--- config.mk ---
export PLATFORM = sky130hd
export DESIGN_NAME = interrupt_priority_enable_ctrl
export DESIGN_NICKNAME = d
export VERILOG_FILES = /design/src/intc_pkg.sv /design/src/interrupt_priority_enable_ctrl.sv
export VERILOG_INCLUDE_DIRS = /design/src
export SDC_FILE = /design/constraint.sdc
export NUM_CORES = 1
export LEC_CHECK = 0
export BUFFER_PORTS_ARGS = -buffer_cell sky130_fd_sc_hd__buf_2
export CORE_AREA = 4 4 172 174
export CTS_BUF_LIST = sky130_fd_sc_hd__clkbuf_16
export DETAILED_ROUTE_END_ITERATION = 12
export DIE_AREA = 0 0 176 178
export PLACE_DENSITY = 0.61
export SKIP_CTS_REPAIR_TIMING = 1
export SYNTH_ARGS = -nofsm -noshare
export SYNTH_HDL_FRONTEND = slang
export SYNTH_SLANG_ARGS = --single-unit
--- constraint.sdc ---
create_clock -name pclk -period 42.2 [get_ports pclk]
set_input_delay 4.22 -clock pclk [delete_from_list [all_inputs] [get_ports pclk]]
set_output_delay 4.22 -clock pclk [all_outputs]
set_load 0.02 [all_outputs]
--- src/intc_defs.svh ---
/*
 * Offsets, field positions, reset values and codes for the interrupt
 * priority and enable controller.
 * Assumes an APB slave with byte addresses and 32-bit aligned words.
 */
`ifndef INTC_DEFS_SVH
`define INTC_DEFS_SVH

// ==========================================================
// Register byte offsets
`define OFS_SYSTEM_CONTROL 8'h00
`define OFS_EXT_ENABLE 8'h04
`define OFS_SENSE_LOW 8'h08
`define OFS_SENSE_HIGH 8'h0C
`define OFS_EXT_STATUS 8'h10
`define OFS_EVT_STATUS 8'h14
`define OFS_EVT_CLEAR 8'h18
`define OFS_EVT_ENABLE 8'h1C
`define OFS_XFER_ROUTE 8'h20
`define OFS_PRIO_FIRST 8'h40
`define OFS_PRIO_LAST 8'h68

// ==========================================================
// Field positions and masks
`define MODE_SEL_LSB 4
`define NMI_RISING_BIT 0
`define SYSCTL_WR_MASK 8'h31
`define PRIO_RD_MASK 8'h77
`define PRIO_RESET 8'h77
`define EXT_ENABLE_RESET 8'h00
`define SENSE_HIGH_MASK 8'h0F
`define ROUTE_MASK 8'h3F
`define EVT_MASK 8'h7F

// ==========================================================
// Sizes and vector numbers
`define NUM_EXT 6
`define NUM_INT 16
`define NUM_SRC 22
`define NUM_PRIO_REGS 11
`define VEC_NMI 7'h07
`define VEC_EXT_BASE 7'h10
`define VEC_INT_BASE 7'h18
`define NMI_EVT_BIT 6

`endif

--- src/intc_pkg.sv ---
/*
 * Types shared by the interrupt controller and its users.
 * Assumes intc_defs.svh supplies all numeric constants.
 */
package intc_pkg;

  // ==========================================================
  // Interrupt control modes, as held in the mode-select field.
  typedef enum logic [1:0] {
    MODE_0 = 2'b00,
    MODE_2 = 2'b10
  } ctrl_mode_t;

  // ==========================================================
  // Per-line sense selection.
  typedef enum logic [1:0] {
    SENSE_LOW = 2'b00,
    SENSE_FALL = 2'b01,
    SENSE_RISE = 2'b10,
    SENSE_BOTH = 2'b11
  } sense_t;

  // ==========================================================
  // Request presented to the CPU core.
  typedef struct packed {
    logic req;
    logic nmi;
    logic [6:0] vector;
    logic [2:0] level;
  } cpu_req_t;

endpackage

--- src/interrupt_priority_enable_ctrl.sv ---
/*
 * Interrupt controller front end: NMI and six external request pins with
 * selectable sensing, eleven priority registers, per-line enables,
 * arbitration, vector generation and routing to a transfer controller.
 * Assumes synchronous pin inputs, an APB master, and a CPU core that
 * pulses cpu_ack when it starts exception handling for the presented
 * request.
 */
`include "intc_defs.svh"
`timescale 1ns/100ps
`default_nettype none

module interrupt_priority_enable_ctrl (
  // Clock and reset
  input wire logic pclk,
  input wire logic presetn,
  // APB slave
  input wire logic psel,
  input wire logic penable,
  input wire logic pwrite,
  input wire logic [7:0] paddr,
  input wire logic [31:0] pwdata,
  output logic [31:0] prdata,
  output logic pready,
  output logic pslverr,
  // Request pins and internal module requests
  input wire logic nmi_pin,
  input wire logic [5:0] ext_request_line_n,
  input wire logic [15:0] int_req,
  // CPU core
  input wire logic cpu_i_mask,
  input wire logic [2:0] cpu_mask_level,
  input wire logic cpu_ack,
  output intc_pkg::cpu_req_t cpu_req,
  // Data transfer controller
  output logic [5:0] xfer_start,
  input wire logic [5:0] xfer_ack,
  // Controller event interrupt
  output logic irq
);

  // ==========================================================
  // Storage
  logic [7:0] system_control_reg_q;
  logic [7:0] ext_request_enable_reg_q;
  logic [7:0] sense_select_low_reg_q;
  logic [7:0] sense_select_high_reg_q;
  logic [5:0] flag_q, flag_d;
  logic [5:0] armed_q, armed_d;
  logic [6:0] evt_stat_q, evt_en_q;
  logic [5:0] route_q;
  logic [7:0] prio_q [0:`NUM_PRIO_REGS-1];
  logic [5:0] line_prev_q;
  logic nmi_prev_q, nmi_flag_q, started_q;
  logic [31:0] prdata_q;
  logic pslverr_q;
  intc_pkg::cpu_req_t cpu_req_q;
  logic [4:0] src_q;

  // ==========================================================
  // APB decode
  wire setup_ph = psel && !penable;
  wire access_ph = psel && penable;
  wire wr_en = access_ph && pwrite;
  wire rd_en = access_ph && !pwrite;
  wire aligned = (paddr[1:0] == 2'b00);
  wire in_prio = aligned && (paddr >= `OFS_PRIO_FIRST)
    && (paddr <= `OFS_PRIO_LAST);
  wire [7:0] prio_ofs = paddr - `OFS_PRIO_FIRST;
  wire [3:0] prio_idx = prio_ofs[5:2];
  wire hit_sys = aligned && (paddr == `OFS_SYSTEM_CONTROL);
  wire hit_enable = aligned && (paddr == `OFS_EXT_ENABLE);
  wire hit_isl = aligned && (paddr == `OFS_SENSE_LOW);
  wire hit_ish = aligned && (paddr == `OFS_SENSE_HIGH);
  wire hit_status = aligned && (paddr == `OFS_EXT_STATUS);
  wire hit_est = aligned && (paddr == `OFS_EVT_STATUS);
  wire hit_ecl = aligned && (paddr == `OFS_EVT_CLEAR);
  wire hit_een = aligned && (paddr == `OFS_EVT_ENABLE);
  wire hit_rte = aligned && (paddr == `OFS_XFER_ROUTE);
  wire [7:0] wdat = pwdata[7:0];
  logic [7:0] rd_byte;
  logic rd_hit;

  always_comb begin
    rd_hit = 1'b1;
    if (hit_sys) begin
      rd_byte = system_control_reg_q;
    end else if (hit_enable) begin
      rd_byte = ext_request_enable_reg_q;
    end else if (hit_isl) begin
      rd_byte = sense_select_low_reg_q;
    end else if (hit_ish) begin
      rd_byte = sense_select_high_reg_q;
    end else if (hit_status) begin
      rd_byte = {2'b00, flag_q};
    end else if (hit_est) begin
      rd_byte = {1'b0, evt_stat_q};
    end else if (hit_ecl) begin
      rd_byte = 8'h00;
    end else if (hit_een) begin
      rd_byte = {1'b0, evt_en_q};
    end else if (hit_rte) begin
      rd_byte = {2'b00, route_q};
    end else if (in_prio) begin
      rd_byte = prio_q[prio_idx] & `PRIO_RD_MASK;
    end else begin
      rd_byte = 8'h00;
      rd_hit = 1'b0;
    end
  end

  // The read word is captured in the setup cycle so that the read-arming
  // of status flags sees exactly the value software receives.
  always_ff @(posedge pclk or negedge presetn) begin
    if (!presetn) begin
      prdata_q <= 32'h0000_0000;
      pslverr_q <= 1'b0;
    end else if (setup_ph) begin
      prdata_q <= {24'h00_0000, rd_byte};
      pslverr_q <= !rd_hit;
    end
  end

  assign prdata = prdata_q;
  assign pready = 1'b1;
  assign pslverr = access_ph && pslverr_q;
  wire wr_ok = wr_en && !pslverr_q;

  // ==========================================================
  // Control registers
  // mode field in system control
  wire [1:0] mode_sel = system_control_reg_q[`MODE_SEL_LSB +: 2];
  wire mode2 = (mode_sel == intc_pkg::MODE_2);
  wire nmi_rising = system_control_reg_q[`NMI_RISING_BIT];

  always_ff @(posedge pclk or negedge presetn) begin
    if (!presetn) begin
      system_control_reg_q <= 8'h00;
      ext_request_enable_reg_q <= `EXT_ENABLE_RESET;
      sense_select_low_reg_q <= 8'h00;
      sense_select_high_reg_q <= 8'h00;
      evt_en_q <= 7'h00;
      route_q <= 6'h00;
    end else if (wr_ok) begin
      if (hit_sys) begin
        system_control_reg_q <= wdat & `SYSCTL_WR_MASK;
      end
      if (hit_enable) begin
        ext_request_enable_reg_q <= wdat;
      end
      if (hit_isl) begin
        sense_select_low_reg_q <= wdat;
      end
      if (hit_ish) begin
        sense_select_high_reg_q <= wdat & `SENSE_HIGH_MASK;
      end
      if (hit_een) begin
        evt_en_q <= wdat[6:0];
      end
      if (hit_rte) begin
        route_q <= wdat[5:0];
      end
    end
  end

  always_ff @(posedge pclk or negedge presetn) begin
    if (!presetn) begin
      for (int r = 0; r < `NUM_PRIO_REGS; r++) begin
        prio_q[r] <= `PRIO_RESET;
      end
    end else if (wr_ok && in_prio) begin
      prio_q[prio_idx] <= wdat & `PRIO_RD_MASK;
    end
  end

  // ==========================================================
  // Pin sensing
  wire [11:0] sense_all = {sense_select_high_reg_q[3:0],
    sense_select_low_reg_q};
  logic [5:0] line_set;

  // Edge history is only trusted after the first cycle out of reset,
  // so the reset value of the history cannot fake an edge.
  always_ff @(posedge pclk or negedge presetn) begin
    if (!presetn) begin
      line_prev_q <= 6'h3F;
      nmi_prev_q <= 1'b0;
      started_q <= 1'b0;
    end else begin
      line_prev_q <= ext_request_line_n;
      nmi_prev_q <= nmi_pin;
      started_q <= 1'b1;
    end
  end

  genvar g;
  generate
    for (g = 0; g < `NUM_EXT; g++) begin : gen_sense
      wire [1:0] sel = sense_all[2*g +: 2];
      wire cur = ext_request_line_n[g];
      wire fall = started_q && line_prev_q[g] && !cur;
      wire rise = started_q && !line_prev_q[g] && cur;
      assign line_set[g] = ((sel == intc_pkg::SENSE_LOW) && !cur)
        || ((sel == intc_pkg::SENSE_FALL) && fall)
        || ((sel == intc_pkg::SENSE_RISE) && rise)
        || ((sel == intc_pkg::SENSE_BOTH) && (fall || rise));
    end
  endgenerate

  wire nmi_edge = started_q && (nmi_rising ? (!nmi_prev_q && nmi_pin)
    : (nmi_prev_q && !nmi_pin));

  // ==========================================================
  // Pending flags
  wire acked = cpu_ack && cpu_req_q.req;
  wire ack_ext = acked && !cpu_req_q.nmi && (src_q < 5'd6);
  wire [5:0] ack_mask = ack_ext ? (6'h01 << src_q[2:0]) : 6'h00;
  wire status_wr = wr_ok && hit_status;
  wire status_rd = rd_en && hit_status;

  // read 1, write 0, exception handling, or transfer ack clears; set wins
  always_comb begin
    flag_d = flag_q;
    armed_d = armed_q;
    if (status_rd) begin
      armed_d = armed_q | prdata_q[5:0];
    end
    if (status_wr) begin
      flag_d = flag_q & ~(armed_q & ~wdat[5:0]);
      armed_d = armed_q & wdat[5:0];
    end
    flag_d = (flag_d & ~ack_mask & ~xfer_ack) | line_set;
    armed_d = armed_d & flag_d;
  end

  always_ff @(posedge pclk or negedge presetn) begin
    if (!presetn) begin
      flag_q <= 6'h00;
      armed_q <= 6'h00;
      nmi_flag_q <= 1'b0;
    end else begin
      flag_q <= flag_d;
      armed_q <= armed_d;
      nmi_flag_q <= nmi_edge || (nmi_flag_q && !(acked && cpu_req_q.nmi));
    end
  end

  // ==========================================================
  // Arbitration
  // enable gates each line
  wire [5:0] ext_live = flag_q & ext_request_enable_reg_q[5:0];
  // routed lines start the transfer controller
  assign xfer_start = ext_live & route_q;
  wire [21:0] cand = {int_req, ext_live & ~route_q};
  logic [2:0] src_lvl [0:`NUM_SRC-1];

  generate
    for (g = 0; g < `NUM_SRC; g++) begin : gen_lvl
      assign src_lvl[g] = prio_q[g/2][(g%2)*4 +: 3];
    end
  endgenerate

  logic best_found;
  logic [4:0] best_idx;
  logic [2:0] best_lvl;
  logic [2:0] lvl;

  // highest level wins, lower index on a tie
  always_comb begin
    best_found = 1'b0;
    best_idx = 5'd0;
    best_lvl = 3'd0;
    lvl = 3'd0;
    for (int s = 0; s < `NUM_SRC; s++) begin
      lvl = mode2 ? src_lvl[s] : 3'd0;
      if (cand[s] && (!best_found || (lvl > best_lvl))) begin
        best_found = 1'b1;
        best_idx = 5'(s);
        best_lvl = lvl;
      end
    end
  end

  // Mode 0 uses only the CPU mask bit; mode 2 compares against the mask
  // level, so a level-0 source can never interrupt in mode 2.
  wire mask_pass = mode2 ? (best_lvl > cpu_mask_level) : !cpu_i_mask;
  wire [6:0] best_vec = (best_idx < 5'd6)
    ? (`VEC_EXT_BASE + {2'b00, best_idx})
    : (`VEC_INT_BASE + {2'b00, best_idx - 5'd6});
  intc_pkg::cpu_req_t next_req;

  always_comb begin
    next_req = '0;
    if (nmi_flag_q) begin
      // NMI never masked, above all levels
      next_req.req = 1'b1;
      next_req.nmi = 1'b1;
      next_req.vector = `VEC_NMI;
      next_req.level = 3'h7;
    end else if (best_found && mask_pass) begin
      next_req.req = 1'b1;
      next_req.vector = best_vec;
      next_req.level = best_lvl;
    end
  end

  // The request dropped for one cycle after an ack so the CPU never sees
  // a stale vector for the source it just took.
  always_ff @(posedge pclk or negedge presetn) begin
    if (!presetn) begin
      cpu_req_q <= '0;
      src_q <= 5'd0;
    end else if (acked) begin
      cpu_req_q <= '0;
    end else begin
      cpu_req_q <= next_req;
      src_q <= best_idx;
    end
  end

  assign cpu_req = cpu_req_q;

  // ==========================================================
  // Controller event interrupt
  wire [6:0] evt_set = {nmi_edge, line_set & ~flag_q};
  wire [6:0] evt_clr = (wr_ok && hit_ecl) ? wdat[6:0] : 7'h00;

  always_ff @(posedge pclk or negedge presetn) begin
    if (!presetn) begin
      evt_stat_q <= 7'h00;
      irq <= 1'b0;
    end else begin
      evt_stat_q <= (evt_stat_q & ~evt_clr) | evt_set;
      irq <= |(((evt_stat_q & ~evt_clr) | evt_set) & evt_en_q);
    end
  end

endmodule

`default_nettype wire

==> reports/qor.yml, run 1 <==
fp.dieArea_um2: 31300
vdd_drop_max_v: 0.0000278
min_from: "prdata[6]"
synth_area_leaders: "dfrtp_1, dfstp_2, mux2_2"
critPathMaxFanout: 11
drv_cap: 0
syn_to_final_growth_pct: 10.8
synth_top_area_share_pct: 19.0
ys_seq_area_share_pct: 36.1
gp_congestion: 0.900
whs_endpoint: "prdata[6]"
syn_inst: 1173
r2r_end: "cpu_req[0]"
vias_per_cell: 5.77
worst-path-buf-inv: 7
fin_crit_sh_pct: 86.9
drt-wirelength-per-cell_um: 20.0
clockBufferDepth: 2
cts-buffers-inserted: 17
crit_top_cell: "ha_1"
die_h_um: 178
rrSetupSlack_ns: 5.54
drv_slew: 0
synth_area_um2: 11100
startpoint_type: "register"
fillCellCount: 2710
async_flop_share_pct: 100
drive_above_1_share_pct: 28.2
ys_types: 89
wl_met3_mm: 2.12
reg2regPathDepth: 166
fmax_ghz: 0.0273
wl_met1_mm: 14.9
dr.pass1.iters: 5
fin_nets: 1363
num_vias: 9359
cp-end-kind: "register"
synth.largest_area_cell: "dfrtp_1"
dieWidth_um: 176
grt_pass1_wl_mm: 51.1
p_leak_nw: 5.50
holdPathStages: 2
r2r-start: "flag_q[0]"
dpl.cell_count: 1589
power_density_nw_per_um2: 41.5
min_period_ns: 36.66
crit_slowest_cell: "a22oi_1"
arrival_ns: 36.97
cts_sinks: 156
grt_max_degree: 97
final_cells: 1622
htree_num_levels: 4
routed_wl_mm: 32.4
ios: 132
status: "complete, no violations"
cpPeakStageDelay_ns: 0.64
yosys_register_bits: 156
start_util_pct: 39.8
cpLargestDelayFamily: "compound AO/OA/AOI/OAI gates"
finalSetupViolations: 0
required_ns: 42.52
core-area_um2: 27800
grt_usage_pct: 20.8
ys.warnings.count: 0
drtAntennaViolNets: 0
grt-ovfl-total: 0
finClkSkew_ns: 0.00814
placed_area_um2: 11700
met2_length_mm: 14.5
crit_type: "reg2reg"
hpwl_mm: 24.3
fin_tns_setup_ns: 0
grt_pass1_vias: 9083
synth_edf_count: 0
dr.first_iter.drc_count: 722
finish.instance_area_um2: 12200
max_slew_margin_pct: 24.0
worst_pin_slew_ns: 1.13
fp-row-count: 61
highest_layer: "met5"
clockRootBuffer: "clkbuf_16"
path_clk_slew_ns: 0.07
min_path_type: "reg2reg"
io_buffer_count: 81
rsz0062_at_grt: "no"
drc: 0
clock_latency_ns: 0.43
synth.avg_cell_area_um2: 9.43
final-hold-violation-count: 0
ys.flop_type: "dfrtp_1"
postLayoutCoreUtil_pct: 44.1
tritoncts: "done"
antenna_found_initial: 2
how the worst max path moves through the flow:
stage	startpoint	end	slack (ns)	cells past startpoint
after detailed placement	flag_q[0]	cpu_req[0]	5.99	166
after global placement	flag_q[0]	cpu_req[0]	6.39	169
after global routing	flag_q[0]	cpu_req[0]	1.99	166
after CTS	flag_q[0]	cpu_req[0]	5.83	166
after floorplan	system_control_reg_q[4]	cpu_req[0]	9.72	181
final	flag_q[0]	cpu_req[0]	5.54	166
cell families (layout without fill, tap and decap cells):
group | Yosys count | after routing | share of synthesized area, %
AOI/OAI and AO/OA | 299 | 299 | 18.8
xor gates and xnor gates | 1 | 1 | 0.0792
adders and majority gates | 54 | 54 | 6.11
buffers and inverters | 118 | 163 | 5.19
DFF | 156 | 156 | 36.1
muxes | 149 | 149 | 16.1
other | 2 | 28 | 0.0679
and+or+nand+nor | 394 | 394 | 17.5
cells in the final DEF, fill, tap and decap left out, types with 18 or more instances in the layout:
cell     instances
and2_1          23
a21oi_1         55
mux2i_1         27
conb_1          27
nor3_1          19
inv_1           43
dfstp_2         72
buf_2           80
nand2_1        173
o21ai_0         72
nor2b_1         18
dfrtp_1         84
nand3_1         23
mux2_2         109
ha_1            54
nor2_1          57
flip-flops by register name (all words and copies together), names as in the netlist:
name                      cells
started_q                     1
route_q                       6
nmi_prev_q                    1
irq                           1
ext_request_enable_reg_q      8
sense_select_low_reg_q        8
cpu_req                      11
prio_q                       66
system_control_reg_q          3
flag_q                        6
src_q                         5
nmi_flag_q                    1
prdata                        8
sense_select_high_reg_q       4
line_prev_q                   6
armed_q                       6
pslverr_q                     1
evt_stat_q                    7
evt_en_q                      7
area by class of cell:
type | instances | area, um2 | share of cell area [%]
inverters | 44 | 165 | 1.35
well taps | 378 | 473 | 3.86
clock buffers | 17 | 425 | 3.47
multi-input cells | 924 | 6590 | 53.8
diodes | 1 | 2.50 | 0.0204
clock inverters | 15 | 140 | 1.14
flip-flops and latches | 156 | 3990 | 32.6
repair buffers | 87 | 457 | 3.73
stage by stage:
| stage | total power (W) | worst slack (ns) | hold slack (ns) |
|---|---|---|---|
| 2_1_floorplan | 0.000312 | 9.72 | 0.449 |
| 3_3_place_gp | 0.000356 | 6.39 | 0.475 |
| 3_5_place_dp | 0.000360 | 5.99 | 0.481 |
| 4_1_cts | 0.000509 | 5.83 | 0.503 |
| 5_1_grt | 0.000543 | 1.99 | 0.515 |
| 6_report | 0.000508 | 5.54 | 0.493 |
cell usage after synthesis (4+ instances only):
master    instances
mux4_2           12
or3_1             8
o21ai_0          72
and2_1           23
a22oi_1          15
o22ai_1          17
a21o_1           13
nand2_1         173
a222oi_1          5
o21a_1           12
buf_4            26
dfstp_2          72
mux2_2          109
o21ai_1           8
ha_1             54
inv_1            43
o211ai_1          7
nor4_1            9
nor3_1           19
nor3b_1           4
o31ai_1           5
clkbuf_1         33
buf_1             8
a211oi_1          5
mux2i_1          27
a21boi_0          5
nand2b_1          7
dfrtp_1          84
nor2b_1          19
nand3_1          23
buf_6             4
a21oi_1          55
nor2_1           57
a31oi_1          17
a31o_2            5
a22o_1            4
nand4b_1          9
a211oi_2          5
and3b_1           6
a21oi_2           4
and3_1           16
where the power goes:
part           leakage (nW)  internal, W  switching [W]
Sequential             1.82     0.000160     0.00000691
Combinational          3.41    0.0000760       0.000117
Clock                 0.264    0.0000820      0.0000660
worst reg2reg max path, delay by kind of cell, from the launching register on:
family,cells,cell delay (ns)
muxes,4,1.31
buffers and inverters,7,0.60
AOI/OAI and AO/OA,91,20.59
adders and majority gates,22,5.96
DFF,1,0.46
and+or+nand+nor,42,7.59
layer usage:
| metal | GRT usage [%] | vias to the layer above |
|---|---|---|
| met5 | 0 | - |
| met4 | 6.95 | 2 |
| met3 | 3.96 | 55 |
| met2 | 32.6 | 369 |
| met1 | 29.0 | 4537 |
| li1 | - | 4396 |
Power figures use the tool's default switching activity.
==> run 2: changes to the inputs <==
--- a/config.mk
+++ b/config.mk
@@ -6,12 +6,12 @@
 export SDC_FILE = /design/constraint.sdc
 export NUM_CORES = 1
 export LEC_CHECK = 0
-export BUFFER_PORTS_ARGS = -buffer_cell sky130_fd_sc_hd__buf_2
 export CORE_AREA = 4 4 172 174
 export CTS_BUF_LIST = sky130_fd_sc_hd__clkbuf_16
 export DETAILED_ROUTE_END_ITERATION = 12
 export DIE_AREA = 0 0 176 178
-export PLACE_DENSITY = 0.61
+export DONT_BUFFER_PORTS = 1
+export PLACE_DENSITY = 0.57
 export SKIP_CTS_REPAIR_TIMING = 1
 export SYNTH_ARGS = -nofsm -noshare
 export SYNTH_HDL_FRONTEND = slang
==> run 2 against run 1 <==
Flip-flop and latch count unchanged. Core utilization down 1.5 points. Critical path depth unchanged. Wire length down 0.27%. Cell count down 5.3%. Design area down 3.5%. Worst setup slack worse by 0.24 ns. Clock power up 3%. Hold slack better by 0.015 ns. Clock skew about the same. Total power down 2.3%. Global-route usage about the same. Largest cell class unchanged.
==> reports/qor.yml, run 2 (synthesis results as in run 1) <==
worst_pin_slew_ns: 1.36
drc: 0
syn_to_final_growth_pct: 6.92
grt-ovfl-total: 0
cts_sinks: 156
fin_nets: 1278
antenna_found_initial: 0
min_period_ns: 36.90
vdd_drop_max_v: 0.0000251
fp-row-count: 61
top_register: "prio_q"
startpoint_type: "register"
cp-end-kind: "register"
finClkSkew_ns: 0.00849
fmax_ghz: 0.0271
max_slew_margin_pct: 8.81
clock_latency_ns: 0.43
grt_pass1_wl_mm: 50.8
grt_usage_pct: 20.8
p_leak_nw: 5.15
vias_per_cell: 5.83
critPathMaxFanout: 11
drv_cap: 0
cpPeakStageDelay_ns: 0.65
rsz0062_at_grt: "no"
cts-buffers-inserted: 17
gp_congestion: 0.896
largest_register_ffs: 66
routed_wl_mm: 32.3
crit_type: "reg2reg"
tritoncts: "done"
dr.first_iter.drc_count: 701
path_clk_slew_ns: 0.08
fin_tns_setup_ns: 0
grt_pass1_vias: 8667
antennaDiodeCount: 0
start_util_pct: 39.8
core-area_um2: 27800
power_density_nw_per_um2: 42.0
required_ns: 42.52
drive_above_1_share_pct: 23.1
grt_max_degree: 157
fp.dieArea_um2: 31300
fin_crit_sh_pct: 87.4
ios: 132
final-hold-violation-count: 0
die_h_um: 178
drtAntennaViolNets: 0
drt-wirelength-per-cell_um: 21.0
arrival_ns: 37.22
clockBufferDepth: 2
clockRootBuffer: "clkbuf_16"
htree_num_levels: 4
final_common_cell: "nand2_1"
hpwl_mm: 24.1
status: "complete, no violations"
num_vias: 8958
dieWidth_um: 176
dr.pass1.iters: 7
finalSetupViolations: 0
io_buffer_count: 0
layout_common_cells: "nand2_1, mux2_2, dfrtp_1"
total_power_w: 0.000496
min_path_type: "reg2reg"
crit_slowest_cell: "o31ai_2"
drv_slew: 0
crit_top_cell: "ha_1"
==> run 2: path summary, 6_finish.rpt <==
| kind | startpoint | to | slack [ns] | cells after the start |
|---|---|---|---|---|
| max in group asynchronous | presetn | line_prev_q[4] | 38.33 | 0 |
| worst min register to register | ext_request_enable_reg_q[7] | ext_request_enable_reg_q[7] | 0.51 | 1 |
| worst min-delay path | ext_request_enable_reg_q[7] | ext_request_enable_reg_q[7] | 0.51 | 1 |
| min in group asynchronous | presetn | src_q[1] | 3.48 | 0 |
| worst max-delay path | flag_q[0] | cpu_req[0] | 5.30 | 166 |
| worst max register to register | flag_q[0] | cpu_req[0] | 5.30 | 166 |
==> run 2: cell type report <==
class | count | area (um2)
Inverter | 44 | 165
Clock inverter | 15 | 159
Clock buffer | 17 | 425
Fill cell | 2732 | 16000
Sequential cell | 156 | 3990
Timing Repair Buffer | 2 | 15.0
Multi-Input combinational cell | 924 | 6590
Tap cell | 378 | 473
==> run 2: critical path, delay by kind of cell, from the launching register on <==
kind | cells | cell delay (ns)
AOI/OAI and AO/OA | 91 | 20.92
adders and majority gates | 22 | 5.96
buffers and inverters | 7 | 0.61
DFF | 1 | 0.47
muxes | 4 | 1.29
and+or+nand+nor | 42 | 7.51
==> run 2: routing by layer <==
metal	track usage, %	vias to the layer above	part of all wire (%)
li1	-	4223	-
met1	28.9	4405	46
met2	32.3	282	46
met3	5.02	48	6.8
met4	6.04	0	2.0
met5	0	-	0
==> run 2: through the flow <==
stage	cell area [um2]	instances	utilization, %	setup WS, ns	hold slack (ns)
final	11800	1536	42.5	5.30	0.508
after floorplan	11100	1198	-	9.72	0.449
after CTS	11800	1536	42.5	5.68	0.508
after detailed placement	11200	1504	40.4	5.82	0.494
after global placement	11200	1504	40.4	6.19	0.490
after global routing	11800	1536	42.5	1.48	0.514
==> run 2: power breakdown <==
part / internal (W) / total [W] / switching [W] / leakage, nW
Sequential: 0.000160 / 0.000174 / 0.0000135 / 1.82
Combinational: 0.0000711 / 0.000170 / 0.0000992 / 3.04
Clock: 0.0000797 / 0.000152 / 0.0000727 / 0.289
Total: 0.000311 / 0.000496 / 0.000185 / 5.15
==> run 3: changes to the inputs <==
--- a/config.mk
+++ b/config.mk
@@ -11,7 +11,7 @@
 export DETAILED_ROUTE_END_ITERATION = 12
 export DIE_AREA = 0 0 176 178
 export DONT_BUFFER_PORTS = 1
-export PLACE_DENSITY = 0.57
+export PLACE_DENSITY = 0.59
 export SKIP_CTS_REPAIR_TIMING = 1
 export SYNTH_ARGS = -nofsm -noshare
 export SYNTH_HDL_FRONTEND = slang
==> run 3 against run 2 <==
Global-route usage shrank 0.061 points. Register-to-register slack gained 0.04 ns. Count of clock-buffer cells in the layout is the same. Worst setup slack gained 0.038 ns. Via count grew 1.3%. Critical path depth grew 2. Die area is the same. Hold slack gained 0.0083 ns. Highest routed layer unchanged. Clock skew grew 0.0014 ns. Total power grew 0.63%. Sequential power is essentially flat. Cell count grew 0.13%. Largest power group unchanged.
==> reports/qor.yml, run 3 (synthesis results as in run 1) <==
final-hold-violation-count: 0
dp_slack_ns: 5.83
startpoint_type: "register"
die_h_um: 178
start_util_pct: 39.8
cp-startpoint: "flag_q[0]"
required_ns: 42.52
drtAntennaViolNets: 0
grt-ovfl-total: 0
drc: 0
reg2regPathDepth: 168
cts-buffers-inserted: 17
clock_latency_ns: 0.43
p_sw_share_pct: 35.9
layout_common_cells: "nand2_1, mux2_2, dfrtp_1"
largest_register_ffs: 66
drv_slew: 0
gp_congestion: 0.870
dr.pass1.iters: 5
worst_pin_slew_ns: 1.08
fin_tns_setup_ns: 0
arrival_ns: 37.18
finalSetupViolations: 0
power_density_nw_per_um2: 42.2
final_common_cell: "nand2_1"
status: "complete, no violations"
grt_usage_pct: 20.7
num_vias: 9074
cp-end-kind: "register"
ios: 132
syn_to_final_growth_pct: 7.05
clockRootBuffer: "clkbuf_16"
hpwl_mm: 24.0
grt_pass1_wl_mm: 50.5
fmax_ghz: 0.0271
rrSetupSlack_ns: 5.34
fp-row-count: 61
vias_per_cell: 5.90
power_frac_comb_pct: 34.3
drive_above_1_share_pct: 23.0
p_sw_w: 0.000179
routed_wl_mm: 32.2
drt-wirelength-per-cell_um: 20.9
clockPowerShare_pct: 30.9
dieWidth_um: 176
min_period_ns: 36.86
min_path_type: "reg2reg"
p_seq_share_pct: 34.8
crit_top_cell: "ha_1"
tritoncts: "done"
grt_max_degree: 157
drv_cap: 0
cts_sinks: 156
dr.first_iter.drc_count: 717
critPathMaxFanout: 11
fin_ws_ns: 5.34
total_power_w: 0.000499
cpPeakStageDelay_ns: 0.63
rsz0062_at_grt: "no"
grt_pass1_vias: 8680
core-area_um2: 27800
max_slew_margin_pct: 27.3
finClkSkew_ns: 0.00991
top_register: "prio_q"
crit_slowest_cell: "a22oi_1"
r2r_end: "cpu_req[0]"
r2r-start: "flag_q[0]"
clockBufferDepth: 2
path_clk_slew_ns: 0.07
fin_crit_sh_pct: 87.3
fp.dieArea_um2: 31300
crit_type: "reg2reg"
io_buffer_count: 0
endpoint: "cpu_req[0]"
power.internal_w: 0.000320
p_leak_nw: 5.15
htree_num_levels: 4
fin_nets: 1279
antenna_found_initial: 0
vdd_drop_max_v: 0.0000253
-- run 3: cell count changes in the layout (fill, tap and decap cells not counted), sizes merged --
cell	change
buf	+1
inv	-7
clkinvlp	+1
bufinv	+2
clkinv	+4
diode	+1
-- run 3: cell type report --
cell class,count,area (um2)
Clock buffer,17,425
Clock inverter,15,164
Inverter,44,165
Fill cell,2713,15900
Antenna cell,1,2.50
Timing Repair Buffer,3,22.5
Multi-Input combinational cell,924,6590
Tap cell,378,473
Sequential cell,156,3990
-- run 3: worst max-delay path: cells and delay by family (launching register included) --
family | cells | cell delay (ns)
buf+inv | 7 | 0.64
fa+ha+maj | 22 | 5.95
flops | 1 | 0.45
simple gates | 44 | 7.78
compound gates | 91 | 20.62
mux | 4 | 1.29
-- run 3: power by group through the flow --
stage	Clock [W]	Combinational [W]	Sequential (W)
detailed placement	0	0.000170	0.000176
global route	0.000164	0.000193	0.000175
CTS	0.000157	0.000170	0.000174
floorplan	0	0.000138	0.000173
global placement	0	0.000165	0.000176
finish	0.000154	0.000171	0.000174
-- run 3: how the worst min path moves through the flow --
stage | startpoint | cells after the start | end | slack [ns]
6_report | src_q[4] | 1 | src_q[4] | 0.52
5_1_grt | ext_request_enable_reg_q[6] | 1 | ext_request_enable_reg_q[6] | 0.54
4_1_cts | src_q[3] | 1 | src_q[3] | 0.52
3_5_place_dp | pslverr_q | 2 | pslverr_q | 0.50
3_3_place_gp | src_q[3] | 1 | src_q[3] | 0.49
2_1_floorplan | pslverr_q | 2 | pslverr_q | 0.45
-- run 3: per-stage QoR --
step                utilization [%]  cells  instance area [um2]  hold slack, ns
floorplan                         -   1198                11100           0.449
global placement               40.5   1505                11200           0.489
detailed placement             40.5   1505                11200           0.501
CTS                            42.6   1537                11800           0.520
global route                   42.6   1537                11800           0.545
finish                         42.6   1538                11800           0.516
-- run 3: per-layer routing --
metal	GRT usage [%]	vias to the layer above	wire [um]
met4	6.86	0	851
met1	28.0	4461	14200
met2	32.3	328	14500
li1	-	4231	-
met5	0	-	0
met3	5.72	54	2590
